===== src/inc/pcsr_pkg.sv =====
// Package of constants for the programmer control and status register set
package pcsr_pkg;
	// Port command bytes
	localparam logic [7:0] CMD_RD_STATUS = 8'h02;
	localparam logic [7:0] CMD_WR_CTRL = 8'h04;
	localparam logic [7:0] CMD_RD_CTRL = 8'h05;
	localparam logic [7:0] CMD_WR_FCREG = 8'h08;
	localparam logic [7:0] CMD_WR_BYPASS = 8'hf0;
	localparam logic [7:0] CMD_RD_BYPASS = 8'hf1;
	// Field positions
	localparam int CTRL_MODE_BIT = 7;
	localparam int STAT_MODE_BIT = 7;
	localparam int STAT_PROT1_BIT = 6;
	localparam int STAT_RWP_BIT = 5;
	localparam int STAT_BUSY_BIT = 3;
	localparam int BYP_EN_BIT = 2;
	localparam int OPT1_PROT1_BIT = 1;
	localparam int OPT1_RWP_BIT = 0;
	// Reset values
	localparam logic [7:0] CTRL_RESET = 8'h00;
	localparam logic [7:0] BYP_RESET = 8'h00;
	localparam logic [7:0] STAT_RESET = 8'h00;
	// Data byte pattern that requests a device reset through the control register
	localparam logic [6:0] CTRL_RESET_KEY = 7'h00;
	// Length of the device reset request pulse
	localparam int RESET_PULSE_NS = 64;
	localparam int CLK_PERIOD_NS = 8;
	localparam int RESET_PULSE_CYC = (RESET_PULSE_NS + CLK_PERIOD_NS - 1) / CLK_PERIOD_NS;
endpackage : pcsr_pkg


===== src/core/pcsr_sync.sv =====
// Three-stage synchroniser with agreement filter for pin inputs
`timescale 1ns/100ps
`default_nettype none
module pcsr_sync #(
	parameter logic INIT = 1'b0
) (
	input wire logic ref_clk,
	input wire logic srst,
	input wire logic pin_in,
	output logic level_out
);
	logic s1_r, s2_r, s3_r, lvl_r;
	logic s1_nxt, s2_nxt, s3_nxt, lvl_nxt;

	// Only the second stage reads the first; change counts when stages two and three agree
	always_comb begin
		s1_nxt = pin_in;
		s2_nxt = s1_r;
		s3_nxt = s2_r;
		lvl_nxt = (s2_r == s3_r) ? s3_r : lvl_r;
	end

	always_ff @(posedge ref_clk) begin
		if (srst) begin
			s1_r <= INIT;
			s2_r <= INIT;
			s3_r <= INIT;
			lvl_r <= INIT;
		end else begin
			s1_r <= s1_nxt;
			s2_r <= s2_nxt;
			s3_r <= s3_nxt;
			lvl_r <= lvl_nxt;
		end
	end

	assign level_out = lvl_r;
endmodule : pcsr_sync
`default_nettype wire


===== src/core/pcsr_regs.sv =====
// Control, status and bypass registers of the serial programming port
//
// Contract
// - Control bit 7 written 1 enters flash access mode, 0 returns normal.
// - While mode set, port flash accesses go to the flash controller.
// - Status bit 7 reflects flash access mode.
// - Status bit 6 shows protect option one from option shadow.
// - Status bit 5 shows read/write protect option; 0 means enabled.
// - Status bit 3 is 1 while a port flash operation runs.
// - Bypass register bit 2 routes flash access to I/O pins.
// - Bypass register reserved bits read zero; host writes ones there.
// - Bypass register reached only by its dedicated read/write commands.
// - Control register can also request a device reset.
// - Power-on reset with exit strap high leaves programming mode.
// - Brownout reset leaves programming mode.
// - Status read by command 02h returning one byte; no write.
// - Control written by 04h plus data, read by 05h.
// - Bypass written by F0h plus data, read by F1h.
// - Flash controller register writes are discarded outside flash access mode.
`timescale 1ns/100ps
`default_nettype none
module pcsr_regs (
	input wire logic ref_clk,
	input wire logic srst,
	input wire logic por_active,
	input wire logic brownout,
	input wire logic exit_strap_pin,
	input wire logic cmd_valid,
	input wire logic [7:0] cmd_byte,
	input wire logic data_valid,
	input wire logic [7:0] data_byte,
	input wire logic [7:0] option_byte_one_shadow,
	input wire logic flash_op_start,
	input wire logic flash_op_done,
	input wire logic fc_wr_valid,
	output logic [7:0] rd_data,
	output logic rd_valid,
	output logic fc_wr_allow,
	output logic flash_ctrl_route,
	output logic bypass_route,
	output logic device_reset_req,
	output logic prog_mode_exit
);
	typedef enum {PCSR_IDLE, PCSR_WAIT_CTRL, PCSR_WAIT_BYP} pcsr_state_t;

	pcsr_state_t st_r, st_nxt;
	logic flash_access_mode_bit_r, flash_access_mode_bit_nxt;
	logic bypass_en_r, bypass_en_nxt;
	logic flash_op_pending_r, flash_op_pending_nxt;
	logic [7:0] rd_data_r, rd_data_nxt;
	logic rd_valid_r, rd_valid_nxt;
	logic fc_allow_r, fc_allow_nxt;
	logic [7:0] rst_cnt_r, rst_cnt_nxt;
	logic rst_req_r, rst_req_nxt;
	logic exit_r, exit_nxt;
	logic strap_held_r, strap_held_nxt;
	logic por_d_r, por_d_nxt;
	logic strap_lvl;
	logic [7:0] status_byte;

	// Strap comes from a pin, so it passes the synchroniser
	pcsr_sync #(.INIT(1'b0)) u_strap_sync (
		.ref_clk(ref_clk),
		.srst(srst),
		.pin_in(exit_strap_pin),
		.level_out(strap_lvl)
	);

	// Status byte assembly; reserved positions read zero
	always_comb begin
		status_byte = pcsr_pkg::STAT_RESET;
		status_byte[pcsr_pkg::STAT_MODE_BIT] = flash_access_mode_bit_r;
		status_byte[pcsr_pkg::STAT_PROT1_BIT] =
			option_byte_one_shadow[pcsr_pkg::OPT1_PROT1_BIT];
		status_byte[pcsr_pkg::STAT_RWP_BIT] =
			option_byte_one_shadow[pcsr_pkg::OPT1_RWP_BIT];
		status_byte[pcsr_pkg::STAT_BUSY_BIT] = flash_op_pending_r;
	end

	// Strap must stay high through the whole power-on reset to count
	always_comb begin
		por_d_nxt = por_active;
		strap_held_nxt = strap_held_r;
		exit_nxt = 1'b0;
		if (por_active && !por_d_r) begin
			strap_held_nxt = strap_lvl;
		end else if (por_active) begin
			strap_held_nxt = strap_held_r & strap_lvl;
		end
		if (!por_active && por_d_r && strap_held_r) begin
			exit_nxt = 1'b1;
		end
		if (brownout) begin
			exit_nxt = 1'b1;
		end
	end

	// Command decode and register updates
	always_comb begin
		st_nxt = st_r;
		flash_access_mode_bit_nxt = flash_access_mode_bit_r;
		bypass_en_nxt = bypass_en_r;
		flash_op_pending_nxt = flash_op_pending_r;
		rd_data_nxt = rd_data_r;
		rd_valid_nxt = 1'b0;
		rst_cnt_nxt = (rst_cnt_r != 8'h00) ? rst_cnt_r - 8'h01 : 8'h00;
		// Start wins over done so a back-to-back operation is never reported idle
		if (flash_op_done) begin
			flash_op_pending_nxt = 1'b0;
		end
		if (flash_op_start && flash_access_mode_bit_r && !bypass_en_r) begin
			flash_op_pending_nxt = 1'b1;
		end
		case (st_r)
			PCSR_IDLE: begin
				if (cmd_valid) begin
					case (cmd_byte)
						pcsr_pkg::CMD_RD_STATUS: begin
							rd_data_nxt = status_byte;
							rd_valid_nxt = 1'b1;
						end
						pcsr_pkg::CMD_WR_CTRL: st_nxt = PCSR_WAIT_CTRL;
						pcsr_pkg::CMD_RD_CTRL: begin
							rd_data_nxt = {flash_access_mode_bit_r, 7'h00};
							rd_valid_nxt = 1'b1;
						end
						pcsr_pkg::CMD_WR_BYPASS: st_nxt = PCSR_WAIT_BYP;
						pcsr_pkg::CMD_RD_BYPASS: begin
							rd_data_nxt = 8'h00;
							rd_data_nxt[pcsr_pkg::BYP_EN_BIT] = bypass_en_r;
							rd_valid_nxt = 1'b1;
						end
						default: st_nxt = PCSR_IDLE;
					endcase
				end
			end
			PCSR_WAIT_CTRL: begin
				if (data_valid) begin
					// Only bit 7 is stored; low bits are only compared with the reset key
					flash_access_mode_bit_nxt = data_byte[pcsr_pkg::CTRL_MODE_BIT];
					if (data_byte[6:0] == pcsr_pkg::CTRL_RESET_KEY) begin
						rst_cnt_nxt = 8'(pcsr_pkg::RESET_PULSE_CYC);
					end
					st_nxt = PCSR_IDLE;
				end
			end
			PCSR_WAIT_BYP: begin
				if (data_valid) begin
					bypass_en_nxt = data_byte[pcsr_pkg::BYP_EN_BIT];
					st_nxt = PCSR_IDLE;
				end
			end
			default: st_nxt = PCSR_IDLE;
		endcase
		if (exit_r) begin
			flash_access_mode_bit_nxt = 1'b0;
			bypass_en_nxt = 1'b0;
			st_nxt = PCSR_IDLE;
		end
		fc_allow_nxt = fc_wr_valid && flash_access_mode_bit_nxt;
		// Request flag is registered so the output comes straight from a flop
		rst_req_nxt = (rst_cnt_nxt != 8'h00);
	end

	// Register stage; all state clears on reset
	always_ff @(posedge ref_clk) begin
		if (srst) begin
			st_r <= PCSR_IDLE;
			flash_access_mode_bit_r <= pcsr_pkg::CTRL_RESET[7];
			bypass_en_r <= pcsr_pkg::BYP_RESET[2];
			flash_op_pending_r <= 1'b0;
			rd_data_r <= 8'h00;
			rd_valid_r <= 1'b0;
			fc_allow_r <= 1'b0;
			rst_cnt_r <= 8'h00;
			rst_req_r <= 1'b0;
			exit_r <= 1'b0;
			strap_held_r <= 1'b0;
			por_d_r <= 1'b0;
		end else begin
			st_r <= st_nxt;
			flash_access_mode_bit_r <= flash_access_mode_bit_nxt;
			bypass_en_r <= bypass_en_nxt;
			flash_op_pending_r <= flash_op_pending_nxt;
			rd_data_r <= rd_data_nxt;
			rd_valid_r <= rd_valid_nxt;
			fc_allow_r <= fc_allow_nxt;
			rst_cnt_r <= rst_cnt_nxt;
			rst_req_r <= rst_req_nxt;
			exit_r <= exit_nxt;
			strap_held_r <= strap_held_nxt;
			por_d_r <= por_d_nxt;
		end
	end

	// Outputs straight from flip-flops
	assign rd_data = rd_data_r;
	assign rd_valid = rd_valid_r;
	assign fc_wr_allow = fc_allow_r;
	assign flash_ctrl_route = flash_access_mode_bit_r;
	assign bypass_route = bypass_en_r;
	assign device_reset_req = rst_req_r;
	assign prog_mode_exit = exit_r;

	// Write of control sets the mode on the cycle after the data byte
	ctrl_write_a: assert property (@(posedge ref_clk) disable iff (srst)
		(st_r == PCSR_WAIT_CTRL && data_valid && !exit_r)
		|=> flash_access_mode_bit_r == $past(data_byte[7]))
		else $error("Mode bit did not follow control write");
	status_mode_a: assert property (@(posedge ref_clk) disable iff (srst)
		(st_r == PCSR_IDLE && cmd_valid && cmd_byte == 8'h02)
		|=> rd_valid_r && rd_data_r[7] == $past(flash_access_mode_bit_r))
		else $error("Status mode bit wrong");
	status_opt_a: assert property (@(posedge ref_clk) disable iff (srst)
		(st_r == PCSR_IDLE && cmd_valid && cmd_byte == 8'h02)
		|=> rd_data_r[6:5] == $past(option_byte_one_shadow[1:0]))
		else $error("Status option bits wrong");
	busy_set_a: assert property (@(posedge ref_clk) disable iff (srst)
		(flash_op_start && flash_access_mode_bit_r && !bypass_en_r) |=> flash_op_pending_r)
		else $error("Busy not set on operation start");
	busy_clear_a: assert property (@(posedge ref_clk) disable iff (srst)
		(flash_op_done && !flash_op_start) |=> !flash_op_pending_r)
		else $error("Busy not cleared on completion");
	byp_read_a: assert property (@(posedge ref_clk) disable iff (srst)
		(st_r == PCSR_IDLE && cmd_valid && cmd_byte == 8'hf1)
		|=> rd_data_r == {5'h00, $past(bypass_en_r), 2'h0})
		else $error("Bypass read wrong");
	byp_only_a: assert property (@(posedge ref_clk) disable iff (srst)
		$changed(bypass_en_r) |-> $past(st_r) == PCSR_WAIT_BYP || $past(exit_r))
		else $error("Bypass changed outside its command");
	fc_discard_a: assert property (@(posedge ref_clk) disable iff (srst)
		fc_allow_r |-> flash_access_mode_bit_r)
		else $error("Controller write passed outside mode");
	exit_clear_a: assert property (@(posedge ref_clk) disable iff (srst)
		brownout |=> ##1 !flash_access_mode_bit_r)
		else $error("Brownout did not leave mode");
	reset_pulse_a: assert property (@(posedge ref_clk) disable iff (srst)
		(st_r == PCSR_WAIT_CTRL && data_valid && data_byte[6:0] == 7'h00)
		|=> device_reset_req [*8])
		else $error("Reset request pulse too short");
endmodule : pcsr_regs
`default_nettype wire


===== config.mk =====
export PLATFORM = sky130hd
export DESIGN_NAME = pcsr_regs
export DESIGN_NICKNAME = d
export VERILOG_FILES = /design/src/inc/pcsr_pkg.sv /design/src/core/pcsr_sync.sv /design/src/core/pcsr_regs.sv
export SDC_FILE = /design/constraint.sdc
export NUM_CORES = 1
export LEC_CHECK = 0
export BUFFER_PORTS_ARGS = -buffer_cell sky130_fd_sc_hd__buf_4
export CORE_MARGIN = 2
export CORE_UTILIZATION = 45
export DETAILED_ROUTE_END_ITERATION = 12
export PLACE_DENSITY = 0.84
export SLEW_MARGIN = 10
export SYNTH_ARGS = -nofsm -noshare
export SYNTH_HDL_FRONTEND = slang
export SYNTH_SLANG_ARGS = --single-unit

===== constraint.sdc =====
create_clock -name ref_clk -period 2.55 [get_ports ref_clk]
set_clock_uncertainty 0.05 [all_clocks]
set_input_delay 0.1275 -clock ref_clk [delete_from_list [all_inputs] [get_ports ref_clk]]
set_output_delay 0.1275 -clock ref_clk [all_outputs]
set_load 0.03 [all_outputs]

==> results of run 1 <==
## kinds of logic (layout without fill, tap and decap cells)
logic type / count (synthesis) / in the layout
AO/OA/AOI/OAI: 20 / 20
XOR/XNOR: 7 / 7
adder cells (fa/ha/maj): 5 / 5
buffers and inverters: 14 / 58
flip-flops: 28 / 28
multiplexers: 7 / 7
other: 1 / 3
AND/OR/NAND/NOR: 63 / 63
## through the flow
step | power (mW) | utilization
6_report | 1.36 | 0.626
5_1_grt | 1.45 | 0.626
4_1_cts | 1.37 | 0.626
3_5_place_dp | 1.07 | 0.578
3_3_place_gp | 1.03 | 0.578
2_1_floorplan | 0.956 | -
## how the worst max path moves through the flow
stage                                 start                          end  slack [ns]  depth (start not counted)
detailed placement  rst_cnt_r[2]$_SDFF_PP0_  device_reset_req$_SDFF_PP0_        0.73                          5
CTS                 rst_cnt_r[2]$_SDFF_PP0_  device_reset_req$_SDFF_PP0_        0.70                          5
floorplan           rst_cnt_r[2]$_SDFF_PP0_  device_reset_req$_SDFF_PP0_        0.76                          6
global placement    rst_cnt_r[2]$_SDFF_PP0_  device_reset_req$_SDFF_PP0_        0.75                          5
global route        rst_cnt_r[2]$_SDFF_PP0_  device_reset_req$_SDFF_PP0_        0.65                          5
finish              rst_cnt_r[2]$_SDFF_PP0_  device_reset_req$_SDFF_PP0_        0.71                          5
## power groups by stage
stage          Sequential [mW]  Combinational [mW]  Clock, mW
6_report                 0.559               0.514      0.292
5_1_grt                  0.569               0.565      0.311
4_1_cts                  0.558               0.514      0.299
3_5_place_dp             0.568               0.506          0
3_3_place_gp             0.563               0.470          0
2_1_floorplan            0.566               0.390          0
## layer usage
layer | track usage | vias to the layer above | routed length [um]
li1 | - | 590 | -
met1 | 0.208 | 576 | 1210
met2 | 0.350 | 33 | 1650
met3 | 0.0242 | 7 | 93
met4 | 0.0997 | 0 | 59
met5 | 0 | - | 0
## area by class of cell
cell class,count,share of cell area
clock buffer,3,0.0129
clock inverter,1,0.0173
inverter,8,0.0173
multi-input combinational,105,0.398
sequential,28,0.322
tap,31,0.0223
timing repair buffer,46,0.210
## cells in the mapped netlist, drive strengths merged (2+ instances only)
cell type,instances
dfxtp,28
and4b,3
xor2,4
nor4,2
and2,2
nand2,11
mux2,2
o21a,2
nand3,2
nor3,5
a21oi,7
a32o,3
ha,5
mux2i,5
nand3b,2
inv,8
xnor2,3
nor2,19
nor2b,6
o21ai,2
buf,5
nand2b,2
nand4,4
## critical path: cells and delay by family, from the launching register on
kind	cells	cell delay, ns
flops	1	0.40
mux	1	0.27
simple gates	1	0.54
compound gates	3	0.49
==> results_dict.tcl, run 1 <==
set metrics [dict create \
    fin_hold_ws_ns 0.0204 \
    finalNonFillerCells 222 \
    clk_path_buf_depth 2 \
    cellPowerDensity_nw_per_um2 784 \
    numCtsBuffers 3 \
    synth_top_area_cell "dfxtp_1" \
    r2r-start "rst_cnt_r[2]$_SDFF_PP0_" \
    port_buffers 38 \
    hp-start "srst" \
    cts_setup_buffers 0 \
    yosys_warnings 0 \
    cts_tree "yes" \
    vias 1206 \
    place_congestion 0.929 \
    pin_count 48 \
    final_cell_mix "buf_4, dfxtp_1, nor2_1, nand2_1" \
    synth_top_area_frac 0.423 \
    cts_root_buffer "clkbuf_4" \
    initial_core_util 0.477 \
    timing.fmax_mhz 542 \
    p_leak_nw 0.775 \
    worstReg2RegEnd "device_reset_req$_SDFF_PP0_" \
    antenna_found_initial 0 \
    synthSimpleGateAreaFrac 0.256 \
    dieWidth_um 58.3 \
    drtAntennaViolNets 0 \
    outcome "finished clean" \
    cts_sinks 28 \
    min_to "por_d_r$_SDFF_PP0_" \
    hpwl_um 2390 \
    final_max_slew_viol_count 0 \
    postCtsHoldBufs 8 \
    finalWorstSetupSlack_ns 0.706 \
    post-route-period-util 0.723 \
    ys_types 39 \
    crit_chain "or4_1, mux2_4, o22ai_2, a21oi_1, o31a_1" \
    clockPowerShare 0.214 \
    fin_setup_tns_ns 0 \
    grt_setup_unrepaired "no" \
    r2r_slack_ns 0.71 \
    wirelength_um 3010 \
    first_pass_iters 7 \
    layout.cells.most_common "buf_4" \
    nets 231 \
    setup_violations 0 \
    hold_depth 2 \
    clock_latency_ns 0.33 \
    grt_pass1_vias 1172 \
    crit_required_ns 2.74 \
    synth_compound_gate_area_share 0.108 \
    vdd_drop_max_uv 555 \
    syn_area_um2 1330 \
    crit_slowest_cell "or4_1" \
    synth-xor-area-share 0.0462 \
    first_iter_violations 23 \
    synth_area_leaders "dfxtp_1, nor2_1, ha_1" \
    grt_pass1_wl_um 4940 \
    async_flop_share 0 \
    worstPathMaxFanout 7 \
    fin_crit_ns 1.84 \
    h-tree-depth 1 \
    crit_type "register to register" \
    area_delta_synth_final_pct 31.2 \
    p_seq_frac 0.410 \
    ctsResizeCount 0 \
    largest_reg_flops 8 \
    synthAdderAreaFrac 0.0472 \
    switching_share 0.340 \
    maxCapViolCount 0 \
    final.fill_count 234 \
    ys_seq_area_frac 0.423 \
    place_inst 210 \
    die-area_um2 3400 \
    ys_ff_latch 28 \
    wl_per_cell_um 13.5 \
    fin_area_um2 1740 \
    max_stage_delay_ns 0.54 \
    core_area_um2 2780 \
    dp_worst_setup_slack_ns 0.726 \
    crit_arrival_ns 2.03 \
    register_area_um2 561 \
    endpoint_kind "register" \
    layout-drive-gt1-share 0.246 \
    syn_avg_cell_area_um2 9.15 \
    synth_cells 145 \
    start_kind "register" \
    yosys-mux-area-fraction 0.0575 \
    die_h_um 58.3 \
    switchingPower_uw 463 \
    fp-row-count 19 \
    path_clk_slew_ns 0.15 \
    drc 0 \
    maxSlewHeadroom 0.651 \
    synth-main-ff-cell "dfxtp_1" \
    worst_pin_slew_ns 0.521 \
    grt_overflow 0 \
    internal-power_uw 901 \
    synth_edf_count 0 \
    grt_max_degree 17 \
    place_area_um2 1610 \
    pwr-share-comb 0.376 \
    vias_per_cell 5.43 \
    top_register "rst_cnt_r" \
    r2r_cells 5 \
    multi_input_area_um2 693 \
    n_antenna_cell 0 \
    hp-class "input port to register" \
    finalHoldViolations 0 \
    track_usage 0.189 \
    synth_top_family_by_area "simple AND/OR/NAND/NOR gates" \
]
Note: power is estimated with default switching activity, not from simulation.
==> inputs of run 2 (changes only) <==
--- a/config.mk
+++ b/config.mk
@@ -7,9 +7,9 @@
 export LEC_CHECK = 0
 export BUFFER_PORTS_ARGS = -buffer_cell sky130_fd_sc_hd__buf_4
 export CORE_MARGIN = 2
-export CORE_UTILIZATION = 45
+export CORE_UTILIZATION = 44
 export DETAILED_ROUTE_END_ITERATION = 12
-export PLACE_DENSITY = 0.84
+export PLACE_DENSITY = 0.85
 export SLEW_MARGIN = 10
 export SYNTH_ARGS = -nofsm -noshare
 export SYNTH_HDL_FRONTEND = slang
==> constraint.sdc (replaced) <==
create_clock -name ref_clk -period 1.5 [get_ports ref_clk]
set_clock_uncertainty 0.05 [all_clocks]
set_input_delay 0.075 -clock ref_clk [delete_from_list [all_inputs] [get_ports ref_clk]]
set_output_delay 0.075 -clock ref_clk [all_outputs]
set_load 0.03 [all_outputs]
==> results_dict.tcl, run 2 (synthesis gave the netlist of run 1 again) <==
set metrics [dict create \
    start_kind "register" \
    first_pass_iters 8 \
    core_area_um2 2810 \
    drc 3 \
    grt_pass1_vias 1247 \
    fin_area_um2 1990 \
    worstReg2RegEnd "device_reset_req$_SDFF_PP0_" \
    grt_setup_unrepaired "yes" \
    vdd_drop_max_uv 805 \
    timing.fmax_mhz 589 \
    crit_start "rst_cnt_r[1]$_SDFF_PP0_" \
    top_register "rst_cnt_r" \
    final_cell_mix "buf_4, dfxtp_1, nor2_1, dlygate4sd3_1, nand2_1" \
    first_iter_violations 34 \
    fp-row-count 19 \
    die-area_um2 3470 \
    crit_buf_inv 0 \
    endpoint_kind "register" \
    fin_crit_ns 1.70 \
    crit_slowest_cell "or4_1" \
    area_delta_synth_final_pct 50.4 \
    die_h_um 58.9 \
    cts_sinks 28 \
    cellPowerDensity_nw_per_um2 1260 \
    antenna_found_initial 0 \
    place_inst 229 \
    numCtsBuffers 3 \
    cts_tree "yes" \
    max_stage_delay_ns 0.52 \
    hp-start "data_byte[7]" \
    clock_latency_ns 0.34 \
    crit_type "register to register" \
    wirelength_um 3610 \
    multi_input_area_um2 768 \
    port_buffers 38 \
    h-tree-depth 1 \
    wl_per_cell_um 14.6 \
    vias_per_cell 5.16 \
    place_area_um2 1750 \
    p_leak_nw 0.895 \
    largest_reg_flops 8 \
    grt_max_degree 17 \
    fin_hold_ws_ns -0.00149 \
    r2r-start "rst_cnt_r[1]$_SDFF_PP0_" \
    fin_setup_tns_ns -0.223 \
    cp_top_family "simple AND/OR/NAND/NOR gates" \
    outcome "finished, violations left" \
    worstPathMaxFanout 2 \
    initial_core_util 0.473 \
    track_usage 0.216 \
    post-route-period-util 1.13 \
    hp-class "input port to register" \
    path_depth 5 \
    crit_chain "or4_1, mux2_4, o22ai_2, a21oi_2, o31a_1" \
    grt_overflow 0 \
    dieWidth_um 58.9 \
    maxCapViolCount 0 \
    register_area_um2 564 \
    finalNonFillerCells 247 \
    place_congestion 0.890 \
    layout.cells.most_common "buf_4" \
    setup_violations 2 \
    drtAntennaViolNets 0 \
    finalHoldViolations 1 \
    violations "DRC, hold timing, setup timing" \
    final.fill_count 203 \
    r2r_cells 5 \
    grt_pass1_wl_um 5580 \
    crit_required_ns 1.69 \
    pin_count 48 \
    cts_root_buffer "clkbuf_4" \
    clk_path_buf_depth 2 \
    crit_arrival_ns 1.89 \
    hpwl_um 2530 \
    layout-drive-gt1-share 0.407 \
    worstSetupEndpoint "device_reset_req$_SDFF_PP0_" \
    r2r_slack_ns -0.20 \
    p_total_mw 2.52 \
    finalWorstSetupSlack_ns -0.198 \
    n_antenna_cell 0 \
    nets 257 \
    path_clk_slew_ns 0.14 \
    final_max_slew_viol_count 0 \
    vias 1274 \
]
run 2: changes by cell type in the layout (fill, tap and decap cells not counted), moves of 4 or more:
| cell | change |
|---|---|
| buf_4 | +22 |
| dlygate4sd3_1 | +4 |
| nor2_1 | -5 |
| nor2_2 | +4 |
run 2: where the power goes:
group	total [mW]	switching (mW)	internal [mW]
Combinational	1.29	0.619	0.667
Sequential	0.921	0.0726	0.848
Clock	0.316	0.221	0.0949
Total	2.52	0.912	1.61
run 2: worst min path at each step:
stage,to,slack [ns],cells past startpoint
2_1_floorplan,u_strap_sync.s1_r$_SDFF_PP0_,0.1,1
3_5_place_dp,fc_wr_allow$_SDFF_PP0_,0.24,2
3_3_place_gp,fc_wr_allow$_SDFF_PP0_,0.23,2
4_1_cts,st_r[0]$_SDFFE_PP0P_,0.004,4
6_report,flash_ctrl_route$_SDFF_PP0_,-0.001,3
5_1_grt,st_r[0]$_SDFFE_PP0P_,0.04,4
run 2: metrics by stage:
| step | utilization | setup slack [ns] |
|---|---|---|
| after floorplan | - | -0.187 |
| after global placement | 0.624 | -0.112 |
| after detailed placement | 0.624 | -0.171 |
| after CTS | 0.692 | -0.190 |
| after global routing | 0.711 | -0.249 |
| final | 0.711 | -0.198 |
run 2: area by class of cell:
type / count / area share
multi-input combinational: 105 / 0.385
timing repair buffer: 72 / 0.286
sequential: 28 / 0.283
tap: 31 / 0.0194
inverter: 8 / 0.0151
clock buffer: 3 / 0.0113
run 2: tightest hold or removal path: stages:
cell and delay, ns:
buf_4 0.11, mux2i_1 0.11, nor3_1 0.06
run 2: what timing repair did:
| action | CTS | global route |
|---|---|---|
| pin swaps | 3 | 8 |
| endpoints found under the setup margin | 10 | 12 |
| hold endpoints to repair | 15 | 0 |
| gates resized for setup | 8 | 14 |
| hold buffers | 12 | 0 |
| setup buffers | 2 | 1 |
| cloned | 0 | 0 |
run 2: routing by layer:
layer / vias up / GRT usage / wire (um)
met4: 0 / 0.0779 / 51
li1: 642 / - / -
met1: 597 / 0.241 / 1450
met3: 5 / 0.0198 / 99
met2: 30 / 0.416 / 2010
met5: - / 0 / 0
